--- src/stop_mon_pkg.sv ---
package stop_mon_pkg;

  // ============================================================
  // Timing
  // ============================================================
  localparam int unsigned CLOCK_HZ = 200_000_000;
  localparam int unsigned FILTER_US = 1200;
  localparam int unsigned TEST_PULSE_MS = 10;
  localparam int unsigned DISAGREE_MS = 1000;
  localparam int unsigned FILTER_CYCLES = FILTER_US * (CLOCK_HZ / 1_000_000);
  localparam int unsigned TEST_PULSE_CYCLES = TEST_PULSE_MS * (CLOCK_HZ / 1000);
  localparam int unsigned DISAGREE_CYCLES = DISAGREE_MS * (CLOCK_HZ / 1000);
  localparam int unsigned PULSE_PERIOD_CYCLES = 20 * (CLOCK_HZ / 1000);
  localparam int unsigned PULSE_LOW_CYCLES = CLOCK_HZ / 1_000_000 * 500;
  localparam int unsigned READBACK_CYCLES = CLOCK_HZ / 1_000_000 * 100;
  localparam int unsigned CNT_W = 32;

  // ============================================================
  // Configuration and position
  // ============================================================
  localparam logic MODE_PULSED = 1'h0;
  localparam logic MODE_NON_PULSED = 1'h1;
  localparam int unsigned POS_W = 8;
  localparam logic [POS_W-1:0] POS_RESET = 8'h00;

  // ============================================================
  // Carriers
  // ============================================================
  typedef struct packed {
    logic a;
    logic b;
  } chan_pair_s;

  typedef enum logic [1:0] {
    ST_INHIBIT,
    ST_RUN,
    ST_FAULT
  } stop_state_e;

endpackage : stop_mon_pkg

--- src/safe_stop_input_monitor.sv ---
// Operation
// - Input absent or low activates torque cutoff, inhibiting power-stage pulses.
// - Inhibition released only with input high plus confirm command.
// - Stop input is always in force; no setting can disable it.
// - Low level or lost current on a channel drives the safe state.
// - Two-channel inhibition path is read back and checked.
// - A single-channel test-pulse low up to 10 ms is tolerated.
// - Channel disagreement longer than 1 s is an input fault.
// - Device drives separate pulse outputs A and B in pulsed mode.
// - Mode setting picks pulsed or non-pulsed, resets to pulsed.
// - Non-pulsed mode performs no cross-fault check on the input.
// - Position and axis number default zero; position verified after configuration load.
`timescale 1ns/100ps
`default_nettype none
module safe_stop_input_monitor
  import stop_mon_pkg::*;
#(
  parameter int unsigned FILTER_CNT = FILTER_CYCLES,
  parameter int unsigned TEST_PULSE_CNT = TEST_PULSE_CYCLES,
  parameter int unsigned DISAGREE_CNT = DISAGREE_CYCLES,
  parameter int unsigned PULSE_PERIOD_CNT = PULSE_PERIOD_CYCLES,
  parameter int unsigned PULSE_LOW_CNT = PULSE_LOW_CYCLES,
  parameter int unsigned READBACK_CNT = READBACK_CYCLES
) (
  input wire logic clock_in, // 200 MHz clock
  input wire logic rst_n_in, // Synchronous reset, low active
  input wire chan_pair_s stop_in, // Torque cutoff input channels
  input wire logic present_in, // Input wiring detected
  input wire logic mode_in, // 0 pulsed, 1 non-pulsed
  input wire logic confirm_in, // Confirm command level
  input wire logic cfg_load_in, // Configuration load strobe
  input wire logic [POS_W-1:0] cfg_pos_in, // Configured fieldbus position
  input wire logic [POS_W-1:0] cfg_axis_in, // Configured axis number
  input wire logic [POS_W-1:0] actual_pos_in, // Actual bus position
  input wire chan_pair_s readback_in, // Inhibition path readback, 1 = enabled
  output logic enable_out, // Pulse enable both channels, high releases
  output chan_pair_s path_en_out, // Per-channel power-stage supply
  output chan_pair_s test_pulse_out, // Test pulse outputs A and B
  output logic input_ok_out, // Recognised input state
  output logic fault_out, // Latched input fault
  output logic path_fault_out, // Latched readback fault
  output logic pos_fault_out, // Position mismatch
  output logic [POS_W-1:0] pos_out, // Held fieldbus position
  output logic [POS_W-1:0] axis_out // Held axis number
);

  // ============================================================
  // State
  // ============================================================
  typedef struct packed {
    stop_state_e st;
    chan_pair_s filt;
    logic [CNT_W-1:0] flt_a;
    logic [CNT_W-1:0] flt_b;
    logic [CNT_W-1:0] low_a;
    logic [CNT_W-1:0] low_b;
    logic [CNT_W-1:0] dis;
    logic [CNT_W-1:0] pcnt;
    logic [CNT_W-1:0] rb;
    logic input_ok;
    logic fault;
    logic path_fault;
    logic pos_fault;
    logic conf_prev;
    logic mode;
    logic enable;
    chan_pair_s tp;
    logic [POS_W-1:0] pos;
    logic [POS_W-1:0] axis;
  } state_s;

  state_s s_q;
  state_s s_d;

  // ============================================================
  // Helpers
  // ============================================================
  // Counts saturate, so a condition that sticks never wraps back to zero.
  function automatic logic [CNT_W-1:0] sat_inc(input logic [CNT_W-1:0] v);
    logic [CNT_W-1:0] r;
    if (v == {CNT_W{1'b1}}) begin
      r = v;
    end else begin
      r = v + 1'b1;
    end
    return r;
  endfunction : sat_inc

  function automatic logic reached(input logic [CNT_W-1:0] cnt, input int unsigned lim);
    return cnt >= CNT_W'(lim);
  endfunction : reached

  function automatic logic beyond(input logic [CNT_W-1:0] cnt, input int unsigned lim);
    return cnt > CNT_W'(lim);
  endfunction : beyond

  function automatic logic is_pulsed(input logic m);
    return m == MODE_PULSED;
  endfunction : is_pulsed

  // ============================================================
  // Working signals
  // ============================================================
  logic pulsed_now;
  logic pulsed_prev;
  logic tp_a_low;
  logic tp_b_low;
  logic both_low;
  logic a_long_low;
  logic b_long_low;
  logic raw_ok;
  logic disagree_fault;
  logic cross_fault;
  logic fault_set;
  logic path_mismatch;
  logic path_set;
  logic confirm_rise;
  logic chans_agree;
  logic release_ok;
  logic trip;

  // ============================================================
  // Next state
  // ============================================================
  always_comb begin
    s_d = s_q;

    // Mode is taken every cycle; there is no inactive choice.
    s_d.mode = mode_in;
    pulsed_now = is_pulsed(mode_in);
    pulsed_prev = is_pulsed(s_q.mode);

    // Interference filter, channel A.
    if (stop_in.a == s_q.filt.a) begin
      s_d.flt_a = '0;
    end else if (reached(s_q.flt_a, FILTER_CNT)) begin
      s_d.filt.a = stop_in.a;
      s_d.flt_a = '0;
    end else begin
      s_d.flt_a = sat_inc(s_q.flt_a);
    end

    // Interference filter, channel B.
    if (stop_in.b == s_q.filt.b) begin
      s_d.flt_b = '0;
    end else if (reached(s_q.flt_b, FILTER_CNT)) begin
      s_d.filt.b = stop_in.b;
      s_d.flt_b = '0;
    end else begin
      s_d.flt_b = sat_inc(s_q.flt_b);
    end

    // Test pulse period counter.
    if (reached(s_q.pcnt, PULSE_PERIOD_CNT - 1)) begin
      s_d.pcnt = '0;
    end else begin
      s_d.pcnt = sat_inc(s_q.pcnt);
    end

    // The B low sits half a period after the A low, so both are never low together.
    tp_a_low = !reached(s_q.pcnt, PULSE_LOW_CNT);
    tp_b_low = reached(s_q.pcnt, PULSE_PERIOD_CNT / 2) &&
               !reached(s_q.pcnt, PULSE_PERIOD_CNT / 2 + PULSE_LOW_CNT);
    if (pulsed_now) begin
      s_d.tp.a = !tp_a_low;
      s_d.tp.b = !tp_b_low;
    end else begin
      s_d.tp.a = 1'b1;
      s_d.tp.b = 1'b1;
    end

    // Low time of each filtered channel.
    if (s_q.filt.a) begin
      s_d.low_a = '0;
    end else begin
      s_d.low_a = sat_inc(s_q.low_a);
    end
    if (s_q.filt.b) begin
      s_d.low_b = '0;
    end else begin
      s_d.low_b = sat_inc(s_q.low_b);
    end

    // Recognised input: a single-channel low is a test pulse until it lasts too long.
    both_low = !s_q.filt.a && !s_q.filt.b;
    a_long_low = beyond(s_q.low_a, TEST_PULSE_CNT);
    b_long_low = beyond(s_q.low_b, TEST_PULSE_CNT);
    raw_ok = present_in && !both_low && !a_long_low && !b_long_low;
    s_d.input_ok = raw_ok;

    // Channel disagreement timer.
    if (s_q.filt.a != s_q.filt.b) begin
      s_d.dis = sat_inc(s_q.dis);
    end else begin
      s_d.dis = '0;
    end
    disagree_fault = beyond(s_q.dis, DISAGREE_CNT);

    // Cross-fault: a raw channel high while its own pulse output is low.
    // Checked only while the pin and the register both say pulsed, because the
    // pulse outputs lag a mode change by one cycle.
    cross_fault = pulsed_now && pulsed_prev &&
                  ((stop_in.a && !s_q.tp.a) || (stop_in.b && !s_q.tp.b));
    fault_set = disagree_fault || cross_fault;
    if (fault_set) begin
      s_d.fault = 1'b1;
    end

    // Readback: both supply paths must follow the enable within READBACK_CNT.
    path_mismatch = (readback_in.a != s_q.enable) || (readback_in.b != s_q.enable);
    path_set = path_mismatch && reached(s_q.rb, READBACK_CNT);
    if (path_mismatch) begin
      s_d.rb = sat_inc(s_q.rb);
    end else begin
      s_d.rb = '0;
    end
    if (path_set) begin
      s_d.path_fault = 1'b1;
    end

    // Configuration load and position verification.
    if (cfg_load_in) begin
      s_d.pos = cfg_pos_in;
      s_d.axis = cfg_axis_in;
      s_d.pos_fault = (cfg_pos_in != actual_pos_in);
    end

    // Confirm acts on its rising edge only, so a held level cannot re-release.
    confirm_rise = confirm_in && !s_q.conf_prev;
    s_d.conf_prev = confirm_in;
    chans_agree = (s_q.filt.a == s_q.filt.b);
    release_ok = confirm_rise && s_q.input_ok && !s_q.pos_fault;
    trip = !s_q.input_ok || s_q.fault || s_q.path_fault || s_q.pos_fault;

    unique case (s_q.st)
      ST_RUN: begin
        if (trip) begin
          s_d.st = ST_INHIBIT;
        end
      end
      ST_INHIBIT: begin
        if (s_q.fault || s_q.path_fault) begin
          s_d.st = ST_FAULT;
        end else if (release_ok) begin
          s_d.st = ST_RUN;
        end
      end
      ST_FAULT: begin
        // A fault raised in the same cycle as the clear wins.
        if (confirm_rise && chans_agree) begin
          if (!fault_set) begin
            s_d.fault = 1'b0;
          end
          if (!path_set) begin
            s_d.path_fault = 1'b0;
          end
          if (!fault_set && !path_set) begin
            s_d.st = ST_INHIBIT;
          end
        end
      end
      default: begin
        s_d.st = ST_INHIBIT;
      end
    endcase

    // Enable follows the run state one cycle late but drops with it at once.
    s_d.enable = (s_q.st == ST_RUN) && (s_d.st == ST_RUN);
  end

  // ============================================================
  // Registers
  // ============================================================
  always_ff @(posedge clock_in) begin
    if (!rst_n_in) begin
      s_q <= '0;
      s_q.st <= ST_INHIBIT;
      s_q.mode <= MODE_PULSED;
      s_q.tp <= '{a: 1'b1, b: 1'b1};
      s_q.pos <= POS_RESET;
      s_q.axis <= POS_RESET;
    end else begin
      s_q <= s_d;
    end
  end

  // ============================================================
  // Outputs
  // ============================================================
  assign enable_out = s_q.enable;
  assign path_en_out = '{a: s_q.enable, b: s_q.enable};
  assign test_pulse_out = s_q.tp;
  assign input_ok_out = s_q.input_ok;
  assign fault_out = s_q.fault;
  assign path_fault_out = s_q.path_fault;
  assign pos_fault_out = s_q.pos_fault;
  assign pos_out = s_q.pos;
  assign axis_out = s_q.axis;

endmodule : safe_stop_input_monitor
`default_nettype wire

--- config.mk ---
export PLATFORM = sky130hd
export DESIGN_NAME = safe_stop_input_monitor
export DESIGN_NICKNAME = d
export VERILOG_FILES = /design/src/stop_mon_pkg.sv /design/src/safe_stop_input_monitor.sv
export SDC_FILE = /design/constraint.sdc
export NUM_CORES = 1
export LEC_CHECK = 0
export BUFFER_PORTS_ARGS = -buffer_cell sky130_fd_sc_hd__buf_2
export CORE_ASPECT_RATIO = 0.7
export CORE_MARGIN = 8
export CORE_UTILIZATION = 62
export DETAILED_ROUTE_END_ITERATION = 8
export PLACE_DENSITY = 0.8
export SLEW_MARGIN = 25
export SYNTH_ARGS = -nofsm -noshare
export SYNTH_HDL_FRONTEND = slang
export SYNTH_SLANG_ARGS = --single-unit
--- constraint.sdc ---
create_clock -name clock_in -period 3.1 [get_ports clock_in]
set_clock_uncertainty 0.15 [all_clocks]
set_input_delay 0 -clock clock_in [delete_from_list [all_inputs] [get_ports clock_in]]
set_output_delay 0 -clock clock_in [all_outputs]
set_load 0.02 [all_outputs]
**Yosys cells after proc, flatten, opt, wreduce, memory -nomap -nowiden**

Cells that the tools add are included.

- RAM bits: 0
- Latch bits: 0
- Bits in registers: 253
- Word-level logic and storage cells: 120
- Output and inout bits: 25
- Memories: 0
- Input bits: 34
- Memory bits (read-only): 0

- Div/mod/pow operators: 0
- Multipliers: 0
- Reduce and logical (&&, ||, !) cells: 48
- Bitwise logic cells: 5
- Muxes and demuxes: 12
- Magnitude comparators: 10
- Add/subtract/negate cells: 7
- Eq/ne operators: 17
- Shift operators: 0

Operators by type and width:

| operator | number |
|---|---|
| $add A32 B1 Y32 const B | 7 |
| $eq A32 B32 Y1 const B | 7 |
| $ge A32 B18 Y1 const B | 2 |
| $ge A32 B22 Y1 const B | 2 |
| $gt A32 B21 Y1 const B | 2 |
| $ge A32 B15 Y1 const B | 1 |
| $ge A32 B17 Y1 const B | 1 |
| $ge A32 B21 Y1 const B | 1 |
| $gt A32 B28 Y1 const B | 1 |
| $logic_and A1 B1 Y1 | 16 |
| $logic_not A1 Y1 | 14 |
| $mux W2 | 7 |
| $ne A8 B8 Y1 | 1 |
| $reduce_and A2 Y1 | 4 |
| $reduce_or A2 Y1 | 4 |
| $logic_or A1 B1 Y1 | 7 |
| $pmux W2 S3 | 1 |
| $reduce_or A3 Y1 | 2 |
| $not A1 Y1 | 5 |
| $eq A2 B1 Y1 const B | 2 |
| $mux W1 | 4 |
| $eq A1 B1 Y1 | 3 |
| $ne A1 B1 Y1 | 3 |
| $eq A2 B2 Y1 const B | 1 |
| $logic_not A2 Y1 | 1 |

**Depth between registers and ports, before layout**

Gate-level depths: netlist of the first run.

- Depth in word-level cells: 12
- Gate-level depth with buffers: 8
- Depth with buffers taken out: 7

**Worst setup path before layout of the first run**

No wires, ideal clock.

- Path kind: register -> register
- Start point: register s_q[100] (netlist name)
- End point: register s_q[116] (netlist name)
- Library setup time: 0.070 ns
- Clock period less this slack: 2.346 ns
- Data required time: 2.880 ns
- Slack: 0.754 ns
- Buffers on the path: 2
- Arrival: 2.126 ns
- Cell stages (with the launch flop): 8
- Cells stage by stage: dfxtp_1 -> nand4_2 -> or3_1 -> buf_2 -> or4_1 -> buf_2 -> or3_1 -> a21oi_1

- Word-level cells in the longest chain between the ends: 1
- Elaborated cells between the ends (all ways): 2
- Those cells by class: add/sub (1); eq/ne (1)

RTL lines:

| element | line | text |
|---|---|---|
| start, declared | safe_stop_input_monitor.sv:72 | `state_s s_q;` |
| $add A32 B1 Y32 / $eq A32 B32 Y1 (equally long branches) | safe_stop_input_monitor.sv:84, safe_stop_input_monitor.sv:81 |  |

Several ways; a longest one is shown, not always the timed one.
A chain may end at the register's enable or synchronous reset.

**Worst setup path after layout of the first run**

- Start point: input cfg_pos_in[4]
- End point: register s_q (netlist bit pos_fault_out)

- Word-level cells in the longest chain between the ends: 1

RTL lines:

| element | line | text |
|---|---|---|
| start, declared | safe_stop_input_monitor.sv:32 | `input wire logic [POS_W-1:0] cfg_pos_in,` |
| $ne A8 B8 Y1 | safe_stop_input_monitor.sv:225 | `s_d.pos_fault = (cfg_pos_in != actual_pos_in);` |

No other way between the ends.

==> results of run 1 <==
==> power groups by stage <==
stage | clock network (mW) | logic, mW | registers (mW)
3_3_place_gp | 0 | 0.209 | 3.41
2_1_floorplan | 0 | 0.149 | 3.40
3_5_place_dp | 0 | 0.216 | 3.41
5_1_grt | 3.29 | 0.309 | 3.34
4_1_cts | 3.15 | 0.274 | 3.34
6_report | 3.10 | 0.282 | 3.34
==> synthesized netlist by cell type, types with 3 or more instances <==
library cell	instances
sky130_fd_sc_hd__a2111oi_0	5
sky130_fd_sc_hd__a211oi_1	16
sky130_fd_sc_hd__a21oi_1	92
sky130_fd_sc_hd__a311oi_1	5
sky130_fd_sc_hd__a31o_2	3
sky130_fd_sc_hd__a31oi_1	13
sky130_fd_sc_hd__a41o_1	4
sky130_fd_sc_hd__a41oi_1	4
sky130_fd_sc_hd__and2_1	14
sky130_fd_sc_hd__and3_1	16
sky130_fd_sc_hd__and4_1	26
sky130_fd_sc_hd__buf_1	3
sky130_fd_sc_hd__buf_2	6
sky130_fd_sc_hd__buf_4	22
sky130_fd_sc_hd__clkbuf_1	48
sky130_fd_sc_hd__dfxtp_1	253
sky130_fd_sc_hd__ha_1	15
sky130_fd_sc_hd__inv_1	38
sky130_fd_sc_hd__mux2i_1	28
sky130_fd_sc_hd__nand2_1	100
sky130_fd_sc_hd__nand2b_1	10
sky130_fd_sc_hd__nand3_1	72
sky130_fd_sc_hd__nand3b_1	5
sky130_fd_sc_hd__nand4_1	66
sky130_fd_sc_hd__nor2_1	113
sky130_fd_sc_hd__nor2b_1	25
sky130_fd_sc_hd__nor3_1	28
sky130_fd_sc_hd__nor4_1	42
sky130_fd_sc_hd__nor4b_1	4
sky130_fd_sc_hd__o2111ai_1	7
sky130_fd_sc_hd__o211ai_1	12
sky130_fd_sc_hd__o21a_1	4
sky130_fd_sc_hd__o21ai_0	69
sky130_fd_sc_hd__o311ai_0	4
sky130_fd_sc_hd__o31ai_1	36
sky130_fd_sc_hd__o41ai_1	4
sky130_fd_sc_hd__or2_2	5
sky130_fd_sc_hd__or3_1	59
sky130_fd_sc_hd__or4_1	49
sky130_fd_sc_hd__xnor2_1	34
sky130_fd_sc_hd__xor2_1	32
==> tightest hold or removal path, stage by stage <==
cell and delay (ns):
sky130_fd_sc_hd__dlygate4sd3_1 0.52, sky130_fd_sc_hd__buf_2 0.17, sky130_fd_sc_hd__nor4_1 0.07, sky130_fd_sc_hd__o21ai_0 0.06
==> state kept, by name, summed over array words and instances, names as in the netlist <==
name,flops
enable_out,1
s_q,230
pos_out,8
fault_out,1
axis_out,8
test_pulse_out,2
input_ok_out,1
path_fault_out,1
pos_fault_out,1
==> layer usage <==
metal,global-route usage,wire (um),vias to the layer above
met4,0.0725,726,2
met2,0.366,12900,434
li1,-,-,5504
met5,0,13,-
met1,0.344,14300,5237
met3,0.0462,2180,57
==> stage by stage <==
stage	worst slack, ns	power [mW]
CTS	0.293	6.76
detailed placement	0.523	3.63
finish	0.190	6.72
global route	0.0916	6.94
global placement	0.653	3.62
floorplan	0.754	3.55
==> final timing paths <==
kind / cells after the start / from / end
worst max-delay path: 9 / cfg_pos_in[4] / pos_fault_out
worst min-delay path: 4 / mode_in / test_pulse_out[1]
worst max register to register: 7 / s_q[125] / s_q[124]
worst min register to register: 2 / s_q[202] / s_q[202]
==> cell type report <==
| cell class | instances | area, um^2 | share of cell area |
|---|---|---|---|
| Tap cell | 264 | 330 | 0.0236 |
| Timing Repair Buffer | 132 | 978 | 0.0698 |
| Clock buffer | 32 | 692 | 0.0494 |
| Sequential cell | 253 | 5060 | 0.361 |
| Clock inverter | 14 | 155 | 0.0111 |
| Inverter | 38 | 143 | 0.0102 |
| Multi-Input combinational cell | 1087 | 6650 | 0.474 |
==> logic make-up after synthesis <==
family | Yosys count | share of synthesized area
AOI/OAI and AO/OA | 294 | 0.155
other | 1 | 0.000310
and+or+nand+nor | 646 | 0.296
buffers and inverters | 118 | 0.0445
adders and majority gates | 15 | 0.0155
DFF | 253 | 0.419
xor gates and xnor gates | 66 | 0.0478
muxes | 28 | 0.0232
==> layout by cell type (no fill, tap or decap), types with 5 or more instances in the layout <==
cell                            synthesis  layout
sky130_fd_sc_hd__or4_1                 49      49
sky130_fd_sc_hd__nand2_1              100     100
sky130_fd_sc_hd__o21ai_0               69      69
sky130_fd_sc_hd__nor2b_1               25      25
sky130_fd_sc_hd__or2_2                  5       5
sky130_fd_sc_hd__nor2_1               113     113
sky130_fd_sc_hd__xor2_1                32      32
sky130_fd_sc_hd__buf_2                  6      58
sky130_fd_sc_hd__inv_1                 38      38
sky130_fd_sc_hd__nor4_1                42      40
sky130_fd_sc_hd__a2111oi_0              5       5
sky130_fd_sc_hd__o2111ai_1              7       7
sky130_fd_sc_hd__nand3_1               72      72
sky130_fd_sc_hd__o31ai_1               36      36
sky130_fd_sc_hd__mux2i_1               28      28
sky130_fd_sc_hd__clkinvlp_4             0       5
sky130_fd_sc_hd__conb_1                 1      38
sky130_fd_sc_hd__a211oi_1              16      16
sky130_fd_sc_hd__or3_1                 59      59
sky130_fd_sc_hd__nand4_1               66      66
sky130_fd_sc_hd__nor3_1                28      28
sky130_fd_sc_hd__and4_1                26      26
sky130_fd_sc_hd__nand3b_1               5       5
sky130_fd_sc_hd__a311oi_1               5       5
sky130_fd_sc_hd__o211ai_1              12      12
sky130_fd_sc_hd__and2_1                14      14
sky130_fd_sc_hd__dlygate4sd3_1          0      53
sky130_fd_sc_hd__clkbuf_16              0      25
sky130_fd_sc_hd__ha_1                  15      15
sky130_fd_sc_hd__a21oi_1               92      92
sky130_fd_sc_hd__xnor2_1               34      34
sky130_fd_sc_hd__dfxtp_1              253     253
sky130_fd_sc_hd__buf_4                 22      21
sky130_fd_sc_hd__a31oi_1               13      13
sky130_fd_sc_hd__and3_1                16      16
sky130_fd_sc_hd__nand2b_1              10      10
==> summary.md, run 1 <==
| Metric | Value |
|---|---|
| Clock buffers created by TritonCTS | `25` |
| H-tree levels | `1` |
| Number of optimization iterations in the first detailed-route pass | `5` |
| Core occupancy in the finished layout | `0.737` |
| Placed cells | `1721` |
| Top cell family by delay on the critical path | `buffers and inverters` |
| Final-report max-slew violation count | `0` |
| Number of port buffers | `58` |
| Number of primary I/O pins | `59` |
| Wire per inst | `16.6 um` |
| Total of flip-flops plus latches after synthesis | `253` |
| Number of max-capacitance violations reported | `0` |
| Width of the die | `183 um` |
| Worst hold-check path type | `in -> reg` |
| Starting density of the core | `0.636` |
| Pint | `5.20 mW` |
| Floorplan row count | `42` |
| Clock latency of the later-clocked register in the worst-skew pair | `0.54 ns` |
| Power share of the sequential group | `0.497` |
| Final count of hold timing violations | `0` |
| Library cell with the largest summed area after synthesis | `sky130_fd_sc_hd__dfxtp_1` |
| Highest clock rate | `344 MHz` |
| CTS root buffer | `sky130_fd_sc_hd__clkbuf_16` |
| Leakage power summed over all cells | `4.66 nW` |
| Worst-case vdd ir drop | `0.457 mV` |
| Fraction of registers with async set/reset | `0` |
| WP data arrival | `3.19 ns` |
| Switching share of total power | `0.226` |
| Gate power share | `0.042` |
| Fraction of synthesized cell area taken by the top area cell type | `0.419` |
| Clock transition time at the flip-flop clock pins of the worst setup and hold paths | `0.07 ns` |
| Post_cts resized | `0` |
| Outcome | `complete, no violations` |
| CTS tree | `done` |
| Critical Path Most Common Cell | `sky130_fd_sc_hd__dlygate4sd3_1` |
| Placed Area | `12600 um^2` |
| Critical path startpoint category | `primary input` |
| Endpoint class of the critical path | `register` |
| Post-CTS Setup Inserts | `0` |
| Number of enable-type register cells in the synthesized netlist | `0` |
| Share of cells above drive strength 1 | `0.0925` |
| Period utilisation layout | `0.939` |
| Die extent in y | `133 um` |
| Switching power total | `1.52 mW` |
| Synthesized netlist cell count | `1421` |
| Share of the yosys chip area belonging to registers | `0.419` |
| Setup repair after global routing missed its margin | `no` |
| Setup Crit Path Kind | `in -> reg` |
| Post-Route Hold Slack | `0.158 ns` |
| Count of warnings emitted by yosys | `0` |
| Synth area leaders | `sky130_fd_sc_hd__dfxtp_1 42%, sky130_fd_sc_hd__a21oi_1 3.8%, sky130_fd_sc_hd__nor2_1 3.5%` |
| Remaining routing DRC violations | `0` |
| Wire length of the first global-routing pass | `50.4 mm` |
| Worst-path cell with the longest stage delay | `sky130_fd_sc_hd__dlygate4sd3_1` |
| Detailed-route wire length | `30.1 mm` |
| Worst setup slack for register-to-register paths | `0.49 ns` |
| First DRT Iteration DRCs | `1040` |
| Signed area change from the synthesized netlist to the final layout | `15.8%` |
| Total of fill cells in the finished design | `1450` |
| ANT cells | `0` |
| Mean number of vias per cell | `6.17` |
| Overall global routing resource usage | `0.242` |
| Final GP Congestion | `0.883` |
| Final count of negative-setup-slack endpoints | `0` |
| Number of buffers on the longest clock path | `3` |
| Via count of the first global-routing pass | `10300` |
| Clock sinks | `253` |
| Min cycle time layout | `2.91 ns` |
| Area of the mapped netlist | `12100 um^2` |
| Relative slew slack | `0.455` |
| Delay contributed by the slowest stage of the critical path | `0.63 ns` |
| Actual slew at the worst max-slew pin | `0.816 ns` |
| Accumulated negative setup slack | `0 ns` |
| Number of antenna violations at the first check in global routing | `1` |
| Area of the core region | `19000 um^2` |
| Number of unique standard cell types used by synthesis | `65` |
| CP cell instances | `dlygate4sd3_1, buf_2, xor2_1, nor4_1, dlygate4sd3_1, nand3_1, dlygate4sd3_1, o211a_1, dlygate4sd3_1` |
| Antenna Violating Nets Remaining | `0` |
| Max Fanout on Critical Path | `2` |
| Total non-filler cell area in the finished layout | `14000 um^2` |
| Non-filler cells in the finished layout | `1820` |
| Per-instance average area after synthesis | `8.51 um^2` |
| Post-CTS Hold Buffers | `53` |
| Clock power share | `0.461` |
| Worst Path Required | `3.38 ns` |
| Number of nets in the final layout | `1586` |
| Power density over the cells | `480 nW/um^2` |
| Bufs and invs on worst path | `5` |
| Placed wire-length estimate | `20.0 mm` |
| Pin count of the biggest net entering global routing | `30` |
| GR Overflow Total | `0` |
| Die footprint | `24300 um^2` |
| Vias after detailed routing | `11200` |
| Most frequently used flop master after synthesis | `sky130_fd_sc_hd__dfxtp_1` |
No activity file was read; power rests on OpenSTA's default activity.
==> run 2: changes to the inputs <==
ABC_AREA = 1   (was unset)
MAX_ROUTING_LAYER = met4   (was unset)
==> run 2 against run 1 <==
Design area rose by 9.3%. Largest cell class unchanged. Non-clock buffer count decreased by 22. Combinational power hardly changed. Critical path depth down 1. Register-to-register slack gained 0.26 ns. Fmax rose by 24%.
==> summary.md, run 2 <==
| Metric | Value |
|---|---|
| Outcome | `complete, no violations` |
| Remaining routing DRC violations | `0 (unchanged)` |
| Floorplan row count | `45 (+7.1%)` |
| Source of the worst hold timing path | `readback_in[0]` |
| Placed cells | `2402 (+40%)` |
| Pin count of the biggest net entering global routing | `25 (-17%)` |
| Fraction of registers with async set/reset | `0 (unchanged)` |
| Count of warnings emitted by yosys | `0 (unchanged)` |
| Number of optimization iterations in the first detailed-route pass | `5 (unchanged)` |
| Total of fill cells in the finished design | `1908 (+32%)` |
| Die extent in y | `140 um (+5.3%)` |
| Top cell family by delay on the critical path | `compound AO/OA/AOI/OAI gates` |
| Accumulated negative setup slack | `0 ns (unchanged)` |
| Starting density of the core | `0.629 (-0.00749)` |
| Number of max-capacitance violations reported | `0 (unchanged)` |
| Worst setup path startpoint | `s_q[83]` |
| Width of the die | `193 um (+5.5%)` |
| Mean number of vias per cell | `5.31 (-14%)` |
| Critical path capture point | `s_q[72]` |
| Commonest cells after routing, fill and taps aside | `513 x sky130_fd_sc_hd__nand2_1, 312 x sky130_fd_sc_hd__nor2_1, 303 x sky130_fd_sc_hd__inv_1` |
| Clock transition time at the flip-flop clock pins of the worst setup and hold paths | `0.06 ns (about the same)` |
| Clock buffers created by TritonCTS | `25 (unchanged)` |
| Share of cells above drive strength 1 | `0.0751 (-0.0174)` |
| Synth area leaders | `sky130_fd_sc_hd__dfxtp_1 37%, sky130_fd_sc_hd__nand2_1 14%, sky130_fd_sc_hd__nor2_1 8.6%` |
| Bufs and invs on worst path | `0 (-5)` |
| Non-filler cells in the finished layout | `2493 (+37%)` |
| Total of flip-flops plus latches after synthesis | `253 (unchanged)` |
| GR Overflow Total | `0 (unchanged)` |
| Number of cells on the critical path | `8 (-1)` |
| Die footprint | `27000 um^2 (+11%)` |
| Area of the mapped netlist | `13600 um^2 (+12%)` |
| Vias after detailed routing | `13200 (+18%)` |
| Wire per inst | `14.1 um (-15%)` |
| Actual slew at the worst max-slew pin | `0.981 ns (+0.165 ns)` |
| Worst hold-check path type | `in -> reg` |
| Fraction of synthesized cell area taken by the top area cell type | `0.373 (-0.0459)` |
| Number of enable-type register cells in the synthesized netlist | `0 (unchanged)` |
| Worst-path cell with the longest stage delay | `sky130_fd_sc_hd__a21boi_1` |
| Overall global routing resource usage | `0.263 (+0.0207)` |
| Max Fanout on Critical Path | `11 (+9)` |
| Period utilisation layout | `0.758 (-0.180)` |
| Register name with the most flops | `s_q` |
| Number of unique standard cell types used by synthesis | `48 (-26%)` |
| Highest clock rate | `425 MHz (+24%)` |
| CTS root buffer | `sky130_fd_sc_hd__clkbuf_16` |
| Signed area change from the synthesized netlist to the final layout | `12.7%` |
| Reg-to-reg startpoint | `s_q[83]` |
| Area of the core region | `21600 um^2 (+14%)` |
| Clock latency of the later-clocked register in the worst-skew pair | `0.52 ns (-0.02 ns)` |
| Placed wire-length estimate | `26.0 mm (+30%)` |
| Detailed-route wire length | `35.1 mm (+16%)` |
| Setup Crit Path Kind | `reg -> reg` |
| Share of the yosys chip area belonging to registers | `0.373 (-0.0459)` |
| Number of nets in the final layout | `2242 (+41%)` |
| Clock sinks | `253 (unchanged)` |
| Worst Path Required | `3.41 ns (+0.03 ns)` |
| Worst Setup Slack, final | `0.749 ns (+0.559 ns)` |
| Worst-case vdd ir drop | `0.426 mV (-6.6%)` |
| Most frequently used flop master after synthesis | `sky130_fd_sc_hd__dfxtp_1` |
| Min cycle time layout | `2.35 ns (-0.559 ns)` |
| Synthesized netlist cell count | `2072 (+46%)` |
| Number of antenna violations at the first check in global routing | `1 (unchanged)` |
| CTS tree | `done` |
| Final-report max-slew violation count | `0 (unchanged)` |
| Per-instance average area after synthesis | `6.56 um^2 (-23%)` |
| Flip-flop count of the largest register after layout | `230 (unchanged)` |
| Via count of the first global-routing pass | `11900 (+16%)` |
| Final count of hold timing violations | `0 (unchanged)` |
| Post-CTS Setup Inserts | `0 (unchanged)` |
| Number of port buffers | `58 (unchanged)` |
| Dpl ws | `0.849 ns (+0.326 ns)` |
| CP cell instances | `nor2_1, nand2_1, nor2_1, nand3b_1, nor2_1, a21boi_1, o21ai_1, nor2_1` |
| Library cell with the largest summed area after synthesis | `sky130_fd_sc_hd__dfxtp_1` |
| Depth of the worst register-to-register path | `8 (+1)` |
| WP data arrival | `2.66 ns (-0.53 ns)` |
| Final GP Congestion | `0.967 (+9.5%)` |
| Delay contributed by the slowest stage of the critical path | `0.81 ns (+0.18 ns)` |
| Final Power | `6.58 mW (-2.1%)` |
| Setup repair after global routing missed its margin | `no` |
| Antenna Violating Nets Remaining | `0 (unchanged)` |
| Power density over the cells | `430 nW/um^2 (-10%)` |
| Relative slew slack | `0.344 (-0.110)` |
| Leading cell types by count after synthesis | `513 x sky130_fd_sc_hd__nand2_1, 312 x sky130_fd_sc_hd__nor2_1, 303 x sky130_fd_sc_hd__inv_1` |
| Number of buffers on the longest clock path | `3 (unchanged)` |
| Critical path startpoint category | `register` |
| Final count of negative-setup-slack endpoints | `0 (unchanged)` |
| Most common cell after layout, fill and taps aside | `sky130_fd_sc_hd__nand2_1` |
| Wire length of the first global-routing pass | `57.7 mm (+14%)` |
| H-tree levels | `1 (unchanged)` |
| Crit Reg-Reg Endpoint | `s_q[72]` |
| Most numerous cell in the Yosys netlist | `sky130_fd_sc_hd__nand2_1` |
| Number of primary I/O pins | `59 (unchanged)` |
| First DRT Iteration DRCs | `1261 (+21%)` |
| Worst setup slack for register-to-register paths | `0.75 ns (+0.26 ns)` |
| Leakage power summed over all cells | `6.61 nW (+42%)` |
| Critical Path Most Common Cell | `sky130_fd_sc_hd__nor2_1` |
| Endpoint class of the critical path | `register` |
-- run 2: changes by cell type after synthesis, sizes merged, moves of 28 or more --
cell    delta
nand2    +420
inv      +286
nor2     +211
nor3      +67
or3       -59
or4       -50
o21ai     +38
clkbuf    -36
o31ai     -36
a21oi     -35
xor2      +33
nor4      -32
mux2i     -28
-- run 2: worst min path at each step --
stage          endpoint  slack [ns]  cells past startpoint
4_1_cts        s_q[252]       0.007                      7
3_5_place_dp    s_q[20]        0.05                      3
5_1_grt        s_q[252]         0.1                      7
6_report       s_q[252]        0.02                      7
3_3_place_gp    s_q[20]        0.05                      3
2_1_floorplan   s_q[19]       -0.06                      2
-- run 2: metal layers --
layer  GRT usage  vias to the layer above  routed length (um)
met5           -                        -                   0
met4      0.0626                        0                 794
met3      0.0427                       52                2700
met2       0.393                      440               15200
met1       0.366                     6042               16500
li1            -                     6714                   -
-- run 2: worst reg2reg max path, cell delays in order, from the launching register on --
cell                       delay [ns]
sky130_fd_sc_hd__dfxtp_1         0.33
sky130_fd_sc_hd__nor2_1          0.11
sky130_fd_sc_hd__nand2_1         0.07
sky130_fd_sc_hd__nor2_1          0.21
sky130_fd_sc_hd__nand3b_1        0.17
sky130_fd_sc_hd__nor2_1          0.15
sky130_fd_sc_hd__a21boi_1        0.81
sky130_fd_sc_hd__o21ai_1         0.16
sky130_fd_sc_hd__nor2_1          0.12
-- run 2: logic make-up after synthesis --
group | after synthesis | share of synthesized area
flops | 253 | 0.373
fa+ha+maj | 15 | 0.0138
other cells | 1 | 0.000276
buf+inv | 380 | 0.116
simple gates | 1133 | 0.360
xor+xnor | 85 | 0.0548
compound gates | 205 | 0.0823
-- run 2: stage by stage --
stage | hold slack [ns] | cell area (um^2) | util
after CTS | 0.00698 | 15300 | 0.709
after global routing | 0.0974 | 15300 | 0.709
after detailed placement | 0.0484 | 14100 | 0.651
after global placement | 0.0464 | 14100 | 0.651
final | 0.0200 | 15300 | 0.709
after floorplan | -0.0565 | 13700 | -
-- run 2: power breakdown --
group	total, mW	internal [mW]	switching (mW)
registers	3.34	3.31	0.0370
logic	0.282	0.117	0.166
clock network	2.96	1.68	1.27
total	6.58	5.10	1.48
-- run 2: repair_timing --
action,CTS,global route
gates resized for setup,0,0
hold buffers,46,0
hold endpoints to repair,32,0
setup endpoints to repair,0,0
-- run 2: final cells by class --
| class | instances | area [um^2] | share of cell area |
|---|---|---|---|
| Inverter | 327 | 1230 | 0.0803 |
| Timing Repair Buffer | 110 | 796 | 0.0519 |
| Sequential cell | 253 | 5060 | 0.331 |
| Clock inverter | 12 | 126 | 0.00825 |
| Clock buffer | 32 | 662 | 0.0432 |
| Multi-Input combinational cell | 1476 | 7090 | 0.463 |
| Antenna cell | 1 | 2.50 | 0.000163 |
| Tap cell | 282 | 353 | 0.0230 |
==> run 3: changes to the inputs <==
CORE_UTILIZATION = 56   (was 62)
PLACE_DENSITY = 0.76   (was 0.8)
clock period = 2.15 ns   (was 3.1 ns; I/O delays follow)
==> run 3 against run 2 <==
Count of clock-buffer cells in the layout did not move. Die area rose by 9.6%. Core utilization fell by 4.5 points. Flip-flop and latch count did not move. Setup slack got worse by 0.63 ns. Critical endpoint is now s_q[119]. Combinational power rose by 47%. Fmax rose by 16%. Critical path type unchanged. Sequential share of layout area fell by 0.92 points. Worst hold slack got worse by 0.011 ns.
==> summary.md, run 3 (synthesis gave the netlist of run 2 again) <==
| Metric | Value |
|---|---|
| Reg-to-reg startpoint | `s_q[96]` |
| Actual slew at the worst max-slew pin | `0.573 ns (-0.408 ns)` |
| Final count of negative-setup-slack endpoints | `0 (unchanged)` |
| Clock power share | `0.492 (+0.043)` |
| Power share of the sequential group | `0.468 (-0.040)` |
| Register name with the most flops | `s_q` |
| Die footprint | `29600 um^2 (+9.6%)` |
| Number of primary I/O pins | `59 (unchanged)` |
| Flip-flop count of the largest register after layout | `230 (unchanged)` |
| Share of cells above drive strength 1 | `0.0912 (+0.0160)` |
| Via count of the first global-routing pass | `12100 (+1.2%)` |
| Min cycle time layout | `2.03 ns (-0.321 ns)` |
| Accumulated negative setup slack | `0 ns (unchanged)` |
| Period utilisation layout | `0.944 (+0.186)` |
| Signed area change from the synthesized netlist to the final layout | `16.0%` |
| Overall global routing resource usage | `0.239 (-0.0243)` |
| Leakage power summed over all cells | `6.81 nW (+3.1%)` |
| CTS root buffer | `sky130_fd_sc_hd__clkbuf_16` |
| Worst setup slack for register-to-register paths | `0.12 ns (-0.63 ns)` |
| Relative slew slack | `0.615 (+0.271)` |
| Worst-path cell with the longest stage delay | `sky130_fd_sc_hd__nor3_1` |
| Wire length of the first global-routing pass | `58.5 mm (+1.3%)` |
| Number of nets in the final layout | `2269 (+1.2%)` |
| Number of port buffers | `58 (unchanged)` |
| Placed wire-length estimate | `26.5 mm (+2.1%)` |
| CP cell instances | `nand2_1, nor3_1, nand2_1, nor2_1, nand2_1, xor2_1, o21ai_1, inv_1` |
| Commonest cells after routing, fill and taps aside | `512 x sky130_fd_sc_hd__nand2_1, 312 x sky130_fd_sc_hd__nor2_1, 302 x sky130_fd_sc_hd__inv_1` |
| H-tree levels | `1 (unchanged)` |
| Area of the core region | `23800 um^2 (+9.9%)` |
| Pint | `8.12 mW (+59%)` |
| Worst-case vdd ir drop | `0.641 mV (+50%)` |
| Placed Area | `14300 um^2 (+1.7%)` |
| Worst Setup Slack, final | `0.120 ns (-0.629 ns)` |
| Remaining routing DRC violations | `0 (unchanged)` |
| Mean number of vias per cell | `5.23 (-1.6%)` |
| Number of antenna violations at the first check in global routing | `0 (-1)` |
| Post-Route Hold Slack | `0.00910 ns (-0.0109 ns)` |
| Number of optimization iterations in the first detailed-route pass | `5 (unchanged)` |
| Width of the die | `202 um (+4.8%)` |
| Placed cells | `2463 (+2.5%)` |
| WP data arrival | `2.32 ns (-0.34 ns)` |
| Setup Crit Path Kind | `reg -> reg` |
| Final Power | `10.3 mW (+57%)` |
| Total of fill cells in the finished design | `2155 (+13%)` |
| Hold Crit Endpoint | `s_q[252]` |
| First DRT Iteration DRCs | `1186 (-5.9%)` |
| Detailed-route wire length | `35.6 mm (+1.3%)` |
| Vias after detailed routing | `13400 (+0.89%)` |
| Worst Path Required | `2.44 ns (-0.97 ns)` |
| Worst hold-check path type | `in -> reg` |
| Clock transition time at the flip-flop clock pins of the worst setup and hold paths | `0.06 ns (about the same)` |
| Total non-filler cell area in the finished layout | `15800 um^2 (+2.9%)` |
| Power density over the cells | `654 nW/um^2 (+52%)` |
| Pin count of the biggest net entering global routing | `24 (-4.0%)` |
| Floorplan row count | `47 (+4.4%)` |
| Critical Path Most Common Cell | `sky130_fd_sc_hd__nand2_1` |
| Critical path startpoint category | `register` |
| Depth of the worst register-to-register path | `8 (unchanged)` |
| Final count of hold timing violations | `0 (unchanged)` |
| Final-report max-slew violation count | `0 (unchanged)` |
| Non-filler cells in the finished layout | `2556 (+2.5%)` |
| Switching share of total power | `0.212 (-0.0121)` |
| GR Overflow Total | `0 (unchanged)` |
| Gate power share | `0.040 (-0.003)` |
| Outcome | `complete, no violations` |
| Max Fanout on Critical Path | `3 (-8)` |
| Clock latency of the later-clocked register in the worst-skew pair | `0.54 ns (+0.02 ns)` |
| Starting density of the core | `0.572 (-0.0565)` |
| Source of the worst hold timing path | `readback_in[0]` |
| Die extent in y | `146 um (+4.6%)` |
| Final GP Congestion | `0.963 (-0.39%)` |
| Antenna Violating Nets Remaining | `0 (unchanged)` |
| CTS tree | `done` |
| Dpl ws | `0.150 ns (-0.699 ns)` |
| Most common cell after layout, fill and taps aside | `sky130_fd_sc_hd__nand2_1` |
| Wire per inst | `13.9 um (-1.2%)` |
| Switching power total | `2.19 mW (+48%)` |
| Clock sinks | `253 (unchanged)` |
| Setup repair after global routing missed its margin | `no` |
| Crit Reg-Reg Endpoint | `s_q[119]` |
| ANT cells | `0 (-1)` |
| Clock buffers created by TritonCTS | `25 (unchanged)` |
| Highest clock rate | `493 MHz (+16%)` |
| Core occupancy in the finished layout | `0.663 (-0.0454)` |
| Delay contributed by the slowest stage of the critical path | `0.46 ns (-0.35 ns)` |
| Number of max-capacitance violations reported | `0 (unchanged)` |
| Endpoint class of the critical path | `register` |
| Cells on Worst Hold Path | `7 (unchanged)` |
| Number of buffers on the longest clock path | `3 (unchanged)` |
run 3: cell types whose count changed in the layout (fill, tap and decap cells not counted), moves of 3 or more:
cell                        delta
sky130_fd_sc_hd__bufinv_16     +5
sky130_fd_sc_hd__clkinv_2      -3
sky130_fd_sc_hd__buf_4        +27
sky130_fd_sc_hd__clkbuf_1      -5
sky130_fd_sc_hd__clkbuf_8      +5
run 3: power groups by stage:
stage               clock, mW  sequential, mW  combinational [mW]
floorplan                   0            4.91               0.226
global placement            0            4.92               0.325
detailed placement          0            4.92               0.332
CTS                      5.16            4.82               0.404
global route             5.37            4.82               0.455
finish                   5.07            4.82               0.415
run 3: worst max path at each step:
stage	slack (ns)	cells past startpoint	end	startpoint
global placement	0.18	9	s_q[89]	s_q[89]
CTS	0.08	12	s_q[223]	s_q[217]
detailed placement	0.15	12	s_q[223]	s_q[217]
global route	0.0001	12	s_q[223]	s_q[217]
finish	0.12	8	s_q[119]	s_q[96]
floorplan	0.40	9	s_q[122]	s_q[121]
run 3: worst max-delay path, delay by kind of cell, from the launching register on:
kind                   cells  cell delay [ns]
AO/OA/AOI/OAI              1             0.12
XOR/XNOR                   1             0.15
buffers and inverters      1             0.05
flip-flops                 1             0.37
AND/OR/NAND/NOR            5             1.09
run 3: cell type report:
type	count	area (um^2)	area share
clock buffers	32	712	0.0452
multi-input cells	1476	7100	0.451
repair buffers	137	998	0.0634
well taps	318	398	0.0253
clock inverters	13	249	0.0158
flip-flops and latches	253	5060	0.321
inverters	327	1230	0.0784
run 3: routing by layer:
| metal | part of all wire | track usage | routed length (um) | vias up |
|---|---|---|---|---|
| met2 | 0.42 | 0.350 | 14900 | 490 |
| li1 | - | - | - | 6762 |
| met3 | 0.078 | 0.0420 | 2780 | 66 |
| met1 | 0.48 | 0.337 | 17100 | 6048 |
| met5 | 0 | - | 0 | - |
| met4 | 0.023 | 0.0561 | 801 | 0 |
run 3: repair_timing:
action,4_1_cts,5_1_grt
setup endpoints to repair,0,38
buffers inserted,0,2
endpoints found under the hold margin,50,0
hold buffers,46,0
resized for setup,0,6
